<file path="config.mk">
export PLATFORM = sky130hd
export DESIGN_NAME = lin_transceiver_mode_control
export DESIGN_NICKNAME = d
export VERILOG_FILES = /design/src/inc/lin_mode_pkg.sv /design/src/rtl/tick_divider.sv /design/src/rtl/bus_wake_filter.sv /design/src/rtl/lin_transceiver_mode_control.sv
export VERILOG_INCLUDE_DIRS = /design/src /design/src/inc
export SDC_FILE = /design/constraint.sdc
export NUM_CORES = 1
export LEC_CHECK = 0
export ABC_AREA = 1
export BUFFER_PORTS_ARGS = -buffer_cell sky130_fd_sc_hd__buf_2
export CAP_MARGIN = 20
export CORE_AREA = 5 5 119 121
export DETAILED_ROUTE_END_ITERATION = 10
export DIE_AREA = 0 0 124 126
export PLACE_DENSITY_LB_ADDON = 0.3
export SLEW_MARGIN = 15
export SYNTH_ARGS = -nofsm -noshare
export SYNTH_HDL_FRONTEND = slang
export SYNTH_HIERARCHICAL = 1
export SYNTH_SLANG_ARGS = --single-unit
</file>
<file path="constraint.sdc">
create_clock -name hclk -period 3.4 [get_ports hclk]
set_input_delay 0.68 -clock hclk [delete_from_list [all_inputs] [get_ports hclk]]
set_output_delay 0.68 -clock hclk [all_outputs]
set_load 0.05 [all_outputs]
</file>
<file path="src/inc/lin_mode_consts.svh">
// Constants of the transceiver mode controller: register offsets, field positions,
// reset values and timing counts.
// Assumes a 10 MHz hclk and a 32-bit AHB-Lite register bus.
`ifndef LIN_MODE_CONSTS_SVH
`define LIN_MODE_CONSTS_SVH

// ----------------------------------------------------------------------------
// Timing
// ----------------------------------------------------------------------------
`define CLK_PERIOD_NS   100
`define TICK_NS         1000
`define TICK_CYC        (`TICK_NS / `CLK_PERIOD_NS)
`define WAKE_QUAL_US    20
`define WAKE_QUAL_TICKS ((`WAKE_QUAL_US * 1000) / `TICK_NS)

// ----------------------------------------------------------------------------
// Register map (byte addresses) and fields
// ----------------------------------------------------------------------------
`define ADDR_CFG        8'h00
`define ADDR_STATUS     8'h04
`define CFG_EDGE_BIT    0
`define CFG_3V3_BIT     1
`define CFG_RST         32'h0000_0000
`define ST_MODE_LSB     0
`define ST_TXEN_BIT     4
`define ST_RXEN_BIT     5
`define ST_REGEN_BIT    6
`define ST_PULLUP_BIT   7
`define ST_REGFLT_BIT   8
`define ST_THERM_BIT    9
`define ST_STABLE_BIT   10

`endif

</file>
<file path="src/inc/lin_mode_pkg.sv">
// Types shared by the transceiver mode controller files.
// Assumes nothing beyond the constants header.
package lin_mode_pkg;

    // Operating modes of the transceiver.
    typedef enum logic [2:0] {
        MODE_POR,
        MODE_READY,
        MODE_OPER,
        MODE_TX_OFF,
        MODE_PDOWN
    } mode_e;

endpackage : lin_mode_pkg

</file>
<file path="src/rtl/tick_divider.sv">
// Free-running divider that gives a one-cycle enable every DIV cycles.
// Assumes hclk runs continuously, also in power-down.
`timescale 1ns/1ps
`include "lin_mode_consts.svh"
module tick_divider import lin_mode_pkg::*; #(
    parameter int DIV = `TICK_CYC,   // Cycles per tick.
    parameter int W   = 8            // Counter width.
) (
    input  wire logic hclk,     // System clock.
    input  wire logic hresetn,  // Asynchronous reset, active low.
    output logic      tick      // One-cycle enable pulse.
);
    // ------------------------------------------------------------------------
    // State
    // ------------------------------------------------------------------------
    typedef struct packed {
        logic [W-1:0] cnt;  // Cycles since last tick.
        logic         tick; // Registered tick.
    } div_s;
    div_s st_q, st_d;

    // Count up and wrap, pulsing on the wrap.
    always_comb begin
        st_d = st_q;
        st_d.tick = 1'b0;
        if (st_q.cnt == W'(DIV - 1)) begin
            st_d.cnt  = '0;
            st_d.tick = 1'b1;
        end else begin
            st_d.cnt = st_q.cnt + W'(1);
        end
    end

    // State register.
    always_ff @(posedge hclk or negedge hresetn) begin
        if (!hresetn) begin
            st_q <= '0;
        end else begin
            st_q <= st_d;
        end
    end

    assign tick = st_q.tick;
endmodule : tick_divider

</file>
<file path="src/rtl/bus_wake_filter.sv">
// Bus wake-up detector: qualifies a dominant bus level over a tick count.
// Assumes tick is a one-cycle enable from a free-running divider.
`timescale 1ns/1ps
`include "lin_mode_consts.svh"
module bus_wake_filter import lin_mode_pkg::*; #(
    parameter int QUAL = `WAKE_QUAL_TICKS,  // Ticks of dominant level needed.
    parameter int W    = 6                  // Counter width.
) (
    input  wire logic hclk,      // System clock.
    input  wire logic hresetn,   // Asynchronous reset, active low.
    input  wire logic tick,      // Timebase enable.
    input  wire logic enable,    // Detector armed (power-down only).
    input  wire logic edge_mode, // Require recessive-to-dominant first.
    input  wire logic dominant,  // Bus line is dominant.
    output logic      wake       // One-cycle wake request.
);
    // ------------------------------------------------------------------------
    // State
    // ------------------------------------------------------------------------
    typedef struct packed {
        logic [W-1:0] cnt;    // Dominant ticks counted.
        logic         armed;  // Recessive seen since enable.
        logic         wake;   // Registered wake pulse.
    } wf_s;
    wf_s st_q, st_d;

    // A stuck-dominant bus never arms the edge variant, so it can still sleep.
    always_comb begin
        st_d = st_q;
        st_d.wake = 1'b0;
        if (!enable) begin
            st_d = '0;
        end else if (!dominant) begin
            st_d.cnt   = '0;
            st_d.armed = 1'b1;
        end else if ((st_q.armed || !edge_mode) && tick) begin
            if (st_q.cnt == W'(QUAL - 1)) begin
                st_d.wake  = 1'b1;
                st_d.cnt   = '0;
                st_d.armed = 1'b0;
            end else begin
                st_d.cnt = st_q.cnt + W'(1);
            end
        end
    end

    // State register.
    always_ff @(posedge hclk or negedge hresetn) begin
        if (!hresetn) begin
            st_q <= '0;
        end else begin
            st_q <= st_d;
        end
    end

    assign wake = st_q.wake;
endmodule : bus_wake_filter

</file>
<file path="src/rtl/lin_transceiver_mode_control.sv">
// Mode state machine of a single-wire bus transceiver with integrated regulator.
// Assumes supply and regulator comparators arrive as flags on hclk, except the asynchronous regulator-stable flag; pins are synchronous.
// Contract
// - Hold reset in POR until supply above on-threshold.
// - Supply below off-threshold returns to POR.
// - Power-down: transmitter, regulator off; wake detectors on.
// - Wake pin high in power-down: ready, regulator on.
// - Pin wake proceeds after regulator stable.
// - Bus activity wakes; level variant on dominant.
// - Edge variant needs edge plus 20 us dominant.
// - Power-down only from operation or transmitter-off.
// - Ready: regulator, receiver on, transmitter off.
// - Ready bus recessive, or floating in edge variant.
// - Leave ready on stable regulator and wake pin.
// - Edge variant picks mode from enable pin.
// - Operation: all on; wake pin fall sleeps.
// - Edge variant pull-up only in operation.
// - Regulator off below its turn-off level.
// - Thermal overload stops transmitter and regulator.
// - Transmitter off on enable low or stuck dominant.
// - Enable pin cannot override internal fault.
// - Enable low selects transmitter-off, high operation.
//
// Design decisions made here: the AHB-Lite slave port and the register addresses.
`timescale 1ns/1ps
`include "lin_mode_consts.svh"
module lin_transceiver_mode_control import lin_mode_pkg::*; (
    input  wire logic        hclk,                 // System clock, 10 MHz.
    input  wire logic        hresetn,              // Asynchronous reset, active low.
    input  wire logic        hsel,                 // AHB slave select.
    input  wire logic [7:0]  haddr,                // AHB byte address.
    input  wire logic [1:0]  htrans,               // AHB transfer type.
    input  wire logic        hwrite,               // AHB write strobe.
    input  wire logic [2:0]  hsize,                // AHB transfer size.
    input  wire logic [31:0] hwdata,               // AHB write data.
    input  wire logic        hready,               // AHB bus ready.
    output logic             hreadyout,            // AHB slave ready.
    output logic             hresp,                // AHB response, always OKAY.
    output logic [31:0]      hrdata,               // AHB read data.
    input  wire logic        supply_above_on,      // Battery supply above on-threshold.
    input  wire logic        supply_below_off,     // Battery supply below off-threshold.
    input  wire logic        vreg_stable,          // Regulator output stable (async).
    input  wire logic        vreg_below_3v5,       // Regulator output below 3.5 V.
    input  wire logic        vreg_below_2v5,       // Regulator output below 2.5 V.
    input  wire logic        thermal_overload,     // Thermal shutdown sensor.
    input  wire logic        perm_dominant,        // Stuck dominant on transmit or bus.
    input  wire logic        wake_select_pin,      // Wake/select pin level.
    input  wire logic        bus_dominant,         // Bus line pin reads dominant.
    input  wire logic        fault_tx_enable_pin_i,// Fault/transmit-enable pin level.
    output logic             fault_tx_enable_pin_o,// Fault pin drive value.
    output logic             fault_tx_enable_pin_oe,// Fault pin pulled low by device.
    output logic             digital_reset,        // Digital section held in reset.
    output logic             tx_enable,            // Bus transmitter enabled.
    output logic             rx_enable,            // Receiver enabled.
    output logic             reg_enable,           // Regulator enabled.
    output logic             pullup_enable,        // Bus pull-up connected.
    output logic             wake_det_enable       // Bus wake detector powered.
);
    // ------------------------------------------------------------------------
    // State
    // ------------------------------------------------------------------------
    // Every flip-flop of this module lives in one struct.
    typedef struct packed {
        mode_e       mode;       // Current operating mode.
        logic        stab_m;     // Regulator-stable, first sync stage.
        logic        stab_s;     // Regulator-stable, synchronized.
        logic        wake_prev;  // Wake pin one cycle ago.
        logic        reg_fault;  // Regulator dropped below turn-off.
        logic [31:0] cfg;        // Configuration register.
        logic        wr_pend;    // Write data phase pending.
        logic [7:0]  wr_addr;    // Address of pending write.
        logic [31:0] rdata;      // Registered read data.
    } st_s;
    st_s st_q, st_d;

    logic tick;      // One microsecond enable.
    logic bus_wake;  // Qualified bus wake request.

    // Configuration fields decoded once.
    logic edge_var;  // Edge-wake variant selected.
    logic opt_3v3;   // 3.3 V regulator option.
    assign edge_var = st_q.cfg[`CFG_EDGE_BIT];
    assign opt_3v3  = st_q.cfg[`CFG_3V3_BIT];

    // ------------------------------------------------------------------------
    // Helpers
    // ------------------------------------------------------------------------
    // Modes in which the regulator and receiver are powered.
    function automatic logic mode_active(input mode_e m);
        return (m == MODE_READY) || (m == MODE_OPER) || (m == MODE_TX_OFF);
    endfunction : mode_active

    // Mode chosen when leaving ready mode.
    function automatic mode_e ready_exit(input logic edge_v, input logic txe);
        return (edge_v && !txe) ? MODE_TX_OFF : MODE_OPER;
    endfunction : ready_exit

    // ------------------------------------------------------------------------
    // Fault and output terms
    // ------------------------------------------------------------------------
    logic vreg_low;       // Regulator below the selected turn-off level.
    logic int_fault;      // Any internal condition blocking the transmitter.
    logic shut_reg;       // Regulator forced off.
    // The turn-off comparator depends on the regulator option.
    assign vreg_low  = opt_3v3 ? vreg_below_2v5 : vreg_below_3v5;
    assign shut_reg  = thermal_overload || st_q.reg_fault;
    // Transmitter also stays off while the regulator is unsettled.
    assign int_fault = perm_dominant || shut_reg || !st_q.stab_s;

    // The fault pin is pulled low while an internal fault holds in ready, operation or
    // transmitter-off mode, so a host raising it cannot re-enable the transmitter.
    assign fault_tx_enable_pin_o  = 1'b0;
    assign fault_tx_enable_pin_oe = mode_active(st_q.mode) && int_fault;

    assign digital_reset   = (st_q.mode == MODE_POR);
    assign rx_enable       = mode_active(st_q.mode);
    assign reg_enable      = mode_active(st_q.mode) && !shut_reg;
    assign tx_enable       = (st_q.mode == MODE_OPER) && fault_tx_enable_pin_i
                             && !int_fault;
    assign wake_det_enable = (st_q.mode == MODE_PDOWN);
    // Level variant keeps its pull-up, so ready is recessive; edge floats.
    assign pullup_enable   = edge_var ? (st_q.mode == MODE_OPER) : 1'b1;

    // ------------------------------------------------------------------------
    // Timebase and bus wake detector
    // ------------------------------------------------------------------------
    tick_divider u_div (
        .hclk    (hclk),
        .hresetn (hresetn),
        .tick    (tick)
    );

    bus_wake_filter u_wake (
        .hclk      (hclk),
        .hresetn   (hresetn),
        .tick      (tick),
        .enable    (wake_det_enable),
        .edge_mode (edge_var),
        .dominant  (bus_dominant),
        .wake      (bus_wake)
    );

    // ------------------------------------------------------------------------
    // Next state
    // ------------------------------------------------------------------------
    logic addr_ok;  // Bus address phase accepted.
    assign addr_ok = hsel && hready && htrans[1];

    // Mode machine, fault latch, synchronizer and register slave.
    always_comb begin
        st_d = st_q;
        // Regulator-stable is asynchronous to hclk.
        st_d.stab_m    = vreg_stable;
        st_d.stab_s    = st_q.stab_m;
        st_d.wake_prev = wake_select_pin;

        // A drop below turn-off after the output was good latches it off.
        if (!mode_active(st_q.mode)) begin
            st_d.reg_fault = 1'b0;
        end else if (st_q.stab_s && vreg_low) begin
            st_d.reg_fault = 1'b1;
        end

        if (supply_below_off) begin
            st_d.mode = MODE_POR;
        end else begin
            unique case (st_q.mode)
                MODE_POR: begin
                    if (supply_above_on) begin
                        st_d.mode = MODE_READY;
                    end
                end
                MODE_READY: begin
                    // Waits for a stable regulator; never sleeps from here.
                    if (st_q.stab_s && wake_select_pin) begin
                        st_d.mode = ready_exit(edge_var, fault_tx_enable_pin_i);
                    end
                end
                MODE_OPER: begin
                    if (st_q.wake_prev && !wake_select_pin) begin
                        st_d.mode = MODE_PDOWN;
                    end else if (!fault_tx_enable_pin_i || perm_dominant) begin
                        st_d.mode = MODE_TX_OFF;
                    end
                end
                MODE_TX_OFF: begin
                    if (!wake_select_pin) begin
                        st_d.mode = MODE_PDOWN;
                    end else if (fault_tx_enable_pin_i && !int_fault) begin
                        st_d.mode = MODE_OPER;
                    end
                end
                MODE_PDOWN: begin
                    if (wake_select_pin || bus_wake) begin
                        st_d.mode = MODE_READY;
                    end
                end
                default: begin
                    st_d.mode = MODE_POR;
                end
            endcase
        end

        // Register slave: data phase of a write stores the word.
        st_d.wr_pend = 1'b0;
        if (st_q.wr_pend && st_q.wr_addr == `ADDR_CFG) begin
            st_d.cfg = hwdata;
        end
        if (addr_ok && hwrite) begin
            st_d.wr_pend = 1'b1;
            st_d.wr_addr = haddr;
        end
        // Reads are sampled at the address phase; unmapped words read zero.
        if (addr_ok && !hwrite) begin
            st_d.rdata = 32'h0000_0000;
            if (haddr == `ADDR_CFG) begin
                st_d.rdata = st_q.cfg;
            end else if (haddr == `ADDR_STATUS) begin
                st_d.rdata[`ST_MODE_LSB +: 3] = st_q.mode;
                st_d.rdata[`ST_TXEN_BIT]      = tx_enable;
                st_d.rdata[`ST_RXEN_BIT]      = rx_enable;
                st_d.rdata[`ST_REGEN_BIT]     = reg_enable;
                st_d.rdata[`ST_PULLUP_BIT]    = pullup_enable;
                st_d.rdata[`ST_REGFLT_BIT]    = st_q.reg_fault;
                st_d.rdata[`ST_THERM_BIT]     = thermal_overload;
                st_d.rdata[`ST_STABLE_BIT]    = st_q.stab_s;
            end
        end
    end

    // State register; reset lands in power-on reset mode.
    always_ff @(posedge hclk or negedge hresetn) begin
        if (!hresetn) begin
            st_q      <= '0;
            st_q.mode <= MODE_POR;
            st_q.cfg  <= `CFG_RST;
        end else begin
            st_q <= st_d;
        end
    end

    // Zero wait states, always OKAY; hsize is accepted as a word.
    assign hreadyout = 1'b1;
    assign hresp     = 1'b0;
    assign hrdata    = st_q.rdata;
endmodule : lin_transceiver_mode_control

</file>
# Word level (Yosys, flattened, before mapping)

Index checks and enable logic that the tools add are counted.

Register bits: 97
Bits of input ports: 60
Word-level logic and storage cells: 95

$add $sub $neg: 2
Eq/ne operators: 15
Multiplexer cells: 29
Reductions and logical operators: 35

Operators with widths:

| cell                | number |
|---|---|
| $mux 3              | 10 |
| $mux 8              | 3 |
| $mux 21             | 1 |
| $mux 7              | 3 |
| $logic_not 8->1     | 2 |
| $logic_and 1x1->1   | 15 |
| $pmux 3 s5          | 1 |
| $ne 3x3->1 const B  | 4 |
| $mux 9              | 1 |
| $add 8x1->8 const B | 1 |
| $eq 8x3->1 const B  | 1 |
| $eq 8x4->1 const B  | 1 |
| $logic_or 1x1->1    | 8 |
| $mux 1              | 8 |
| $logic_not 1->1     | 7 |
| $add 6x1->6 const B | 1 |
| $eq 3x2->1 const B  | 2 |
| $eq 6x5->1 const B  | 1 |
| $mux 6              | 1 |
| $reduce_and 5->1    | 1 |
| $ne 4x2->1 const B  | 1 |
| $ne 4x3->1 const B  | 1 |
| $eq 3x1->1 const B  | 1 |
| $eq 3x3->1 const B  | 1 |
| 5 further kinds     | 5 |

# Logic depth before layout (Yosys ltp)

Depth after elaboration: 9
Mapped depth: 9
Gate-level depth less buffers: 9

# Hierarchy

The synthesis kept the hierarchy.

By module, submodules not included:

| module                       | times used | cells each | area each (µm²) | seq. area each (µm²) |
|---|---|---|---|---|
| lin_transceiver_mode_control | 1          | 413        | 3,579.7         | 2,001.9 |
| bus_wake_filter              | 1          | 61         | 451.7           | 200.2 |
| tick_divider                 | 1          | 52         | 435.4           | 225.2 |

# Worst setup path before layout

Ideal clock, no wire load.

Path kind: input -> output
From: in perm_dominant
To: out tx_enable
Arrival: 1,573 ps
Data required time: 2,720 ps
Setup slack: 1,147 ps
Stages: 3
Path buffers: 0
Path through: nor2_1 nand3_1 nor2_1

Cells in the longest elaborated chain, start to end: 4

Ends and longest elaborated chain:

| item                          | RTL line                            | source |
|---|---|---|
| start, declared               | lin_transceiver_mode_control.sv:46  | `input wire logic perm_dominant,` |
| $logic_or 1x1->1 (2 in a row) | lin_transceiver_mode_control.sv:108 | `assign int_fault = perm_dominant \|\| shut_reg \|\| !st_q.stab_s;` |
| $logic_not 1->1               | lin_transceiver_mode_control.sv:119 | `&& !int_fault;` |
| $logic_and 1x1->1             | lin_transceiver_mode_control.sv:119 |  |
| end, declared                 | lin_transceiver_mode_control.sv:53  | `output logic tx_enable,` |

Every way passes these cells.

# Worst setup path in the final report

From: reg st_q[79] (netlist bit)
To: out tx_enable

Cells in the longest elaborated chain, start to end: 3

Ends and longest elaborated chain:

| item                   | RTL line                            | source |
|---|---|---|
| start, declared        | lin_transceiver_mode_control.sv:74  | `st_s st_q, st_d;` |
| start signal, assigned | lin_transceiver_mode_control.sv:238 | `st_q <= st_d;` |
| $eq 3x2->1             | lin_transceiver_mode_control.sv:118 | `assign tx_enable = (st_q.mode == MODE_OPER) && fault_tx_enable_pin_i` |
| $logic_and 1x1->1      | lin_transceiver_mode_control.sv:118 |  |
| $logic_and 1x1->1      | lin_transceiver_mode_control.sv:119 |  |

Every way passes these cells.

==> results.yml <==
die:
  start_util_pct: 34.4
  die-width_um: 124
  coreArea_um2: 13000
  die_area_um2: 15600
  rows: 42
  die_h_um: 126
  num_io_pins: 102
layout:
  fin_util_pct: 39.7
  fin_area_um2: 5150
  n_antenna_cell: 0
  syn_to_final_growth_pct: 15.3
  fin_nets: 648
  drive_above_1_share_pct: 21.2
global_route:
  grt_pass1_wl_um: 16600
  grtUsageTotal_pct: 13.4
  grt-ovfl-total: 0
  grt_max_degree: 59
  grt_pass1_vias: 3444
  antenna_found_initial: 4
cts:
  cts-root-buf: "clkbuf_16"
  cts_buffers: 9
  clk_pin_slew_ns: 0.06
  cts_resized: 0
  cts.sinks: 97
  cts_buffer_depth: 2
  htreeDepth: 3
  hold_buffers: 0
  post_cts_buffers: 0
  tritoncts: "done"
  clk_latency_ns: 0.34
power:
  p_seq_share_pct: 49.3
  powerDensity_nw_per_um2: 571
  p_leak_uw: 0.00273
  p_comb_share_pct: 19.5
  vdd_ir_drop_max_v: 0.000256
  power_frac_clock_pct: 31.2
  power_switching_uw: 928
  power_switching_share_pct: 31.6
  p_int_uw: 2010
setup_path:
  cp_cell_sequence: "inv_1, nand2_1, nor2_1, inv_1, nor2_1, buf_2"
  max_stage_delay_ns: 0.41
  slowest_stage: "dfrtp_1"
  end_kind: "output port"
  critical_path_required_ns: 2.72
  crit_path_start_kind: "flip-flop"
  critPathKind: "reg -> out"
  crit_path_max_fanout: 6
  worstPathArrival_ns: 1.77
drt:
  first_pass_iters: 5
  drc: 0
  wirelength_um: 10000
  vias: 3497
  via_per_inst: 4.57
  drt_iter0_markers: 229
  wl_per_cell_um: 13.1
  ant_nets: 0
synthesis:
  async_reset_ff_share_pct: 100
  syn-instance-count: 526
  ys_seq_area_share_pct: 54.3
  yosysUniqueCellTypes: 27
  syn_area_per_cell_um2: 8.49
  ys_ff_latch: 97
  ys.flop_type: "dfrtp_1"
  synth_edf_count: 0
  synthesis.area_um2: 4470
  synth_warnings: 6
place:
  dpl_cell_area_um2: 4860
  finalWeightedCongestion: 0.837
  portBuffers: 94
  dpl.hpwl_um: 7160
sta:
  fmax_mhz: 408
  rsz0062_at_grt: "no"
  min_period_ns: 2.45
  finalSetupTns_ns: 0
  hold_viol: 0
  min_period_over_period_pct: 72.1
  setup_viol: 0
  slew_headroom_pct: 50.3
  finClkSkew_ns: 0.00596
  drv_slew: 0
  worst_slew_pin_slew_ns: 0.743
hold_path:
  hold_path_class: "in -> async"
job:
  cap_viol_max_count: 0
run_status:
  status: "complete, no violations"
[cell families after synthesis]
logic type      share of synthesized area (%)
compound gates                           8.43
xor+xnor                                0.588
fa+ha+maj                               0.840
buf+inv                                  13.7
flops                                    54.3
other cells                             0.168
simple gates                             22.0
[flip-flops by register name, summed over array words and instances (netlist names)]
register / count
edge_var: 1
hrdata: 32
opt_3v3: 1
st_d: 1
st_q: 45
u_div/st_q: 8
u_div/tick: 1
u_wake/st_q: 7
u_wake/wake: 1
[stage by stage]
| stage | total power [µW] | instances | hold slack (ns) | setup WS, ns |
|---|---|---|---|---|
| 6_report | 2940 | 766 | 0.326 | 0.948 |
| 5_1_grt | 3120 | 766 | 0.364 | 0.800 |
| 4_1_cts | 2990 | 765 | 0.328 | 0.904 |
| 3_5_place_dp | 2050 | 749 | 0.342 | 1.08 |
| 3_3_place_gp | 2030 | 749 | 0.337 | 1.11 |
| 2_1_floorplan | 1870 | 527 | 0.331 | 1.15 |
[final timing paths]
kind                          start        endpoint  slack, ns  cells past startpoint
max                        st_q[79]       tx_enable       0.95                      6
min                         hresetn      hrdata[15]       0.33                      1
max reg2reg                st_q[77]  u_wake/st_q[5]       1.59                      7
min reg2reg                st_d[75]        st_q[75]       0.36                      0
max in group asynchronous   hresetn  u_wake/st_q[5]       2.39                      2
min in group hclk          st_d[75]        st_q[75]       0.36                      0
[synth_stat cells (2+ instances only)]
cell,count,area [µm²]
nand2_2,2,12.5
nor2_1,32,120
clkbuf_2,3,15.0
nand2_1,125,469
nor3_2,2,20.0
nand3_1,49,245
clkbuf_1,8,30.0
ha_1,3,37.5
nor3_1,2,10.0
inv_1,69,259
buf_4,39,293
a21oi_1,6,30.0
xnor2_1,2,17.5
dfrtp_1,97,2430
conb_1,2,7.51
nand3b_1,2,15.0
nor2_2,3,18.8
nor2_4,2,22.5
nand4_1,5,31.3
o21ai_1,5,25.0
o21ai_0,61,305
buf_2,2,10.0
[critical path, delay by kind of cell (launching register included)]
kind                   cells  cell delay [ns]
buffers and inverters      3             0.54
flip-flops                 1             0.41
AND/OR/NAND/NOR            3             0.48
[power by group through the flow]
stage          Sequential [µW]  Combinational [µW]  Clock, µW
3_3_place_gp              1460                 562          0
3_5_place_dp              1470                 575          0
4_1_cts                   1450                 578        958
6_report                  1450                 573        917
2_1_floorplan             1430                 433          0
5_1_grt                   1470                 655        996
[area by class of cell]
| cell class | instances | area, µm² |
|---|---|---|
| inverters | 70 | 263 |
| well taps | 176 | 220 |
| flip-flops and latches | 97 | 2430 |
| fillers | 1354 | 7830 |
| multi-input cells | 308 | 1430 |
| repair buffers | 99 | 543 |
| clock buffers | 10 | 229 |
| clock inverters | 6 | 35.0 |
[cell usage in the layout, fill, tap and decap left out, types with 4 or more instances in the layout]
cell	synthesis	layout
nand4_1	5	5
buf_2	2	93
clkbuf_16	0	9
inv_1	69	69
nand2_1	125	125
nor2_1	32	32
nand3_1	49	49
o21ai_1	5	5
o21ai_0	61	61
clkinv_2	0	4
a21oi_1	6	6
dfrtp_1	97	97
buf_4	39	4
[metal layers]
metal / track usage [%] / share of wire, %
met3: 4.39 / 7.0
met4: 5.67 / 2.4
met5: 0 / 0.45
met1: 17.2 / 45
met2: 20.8 / 45
Note: power is estimated with default switching activity, not from simulation.
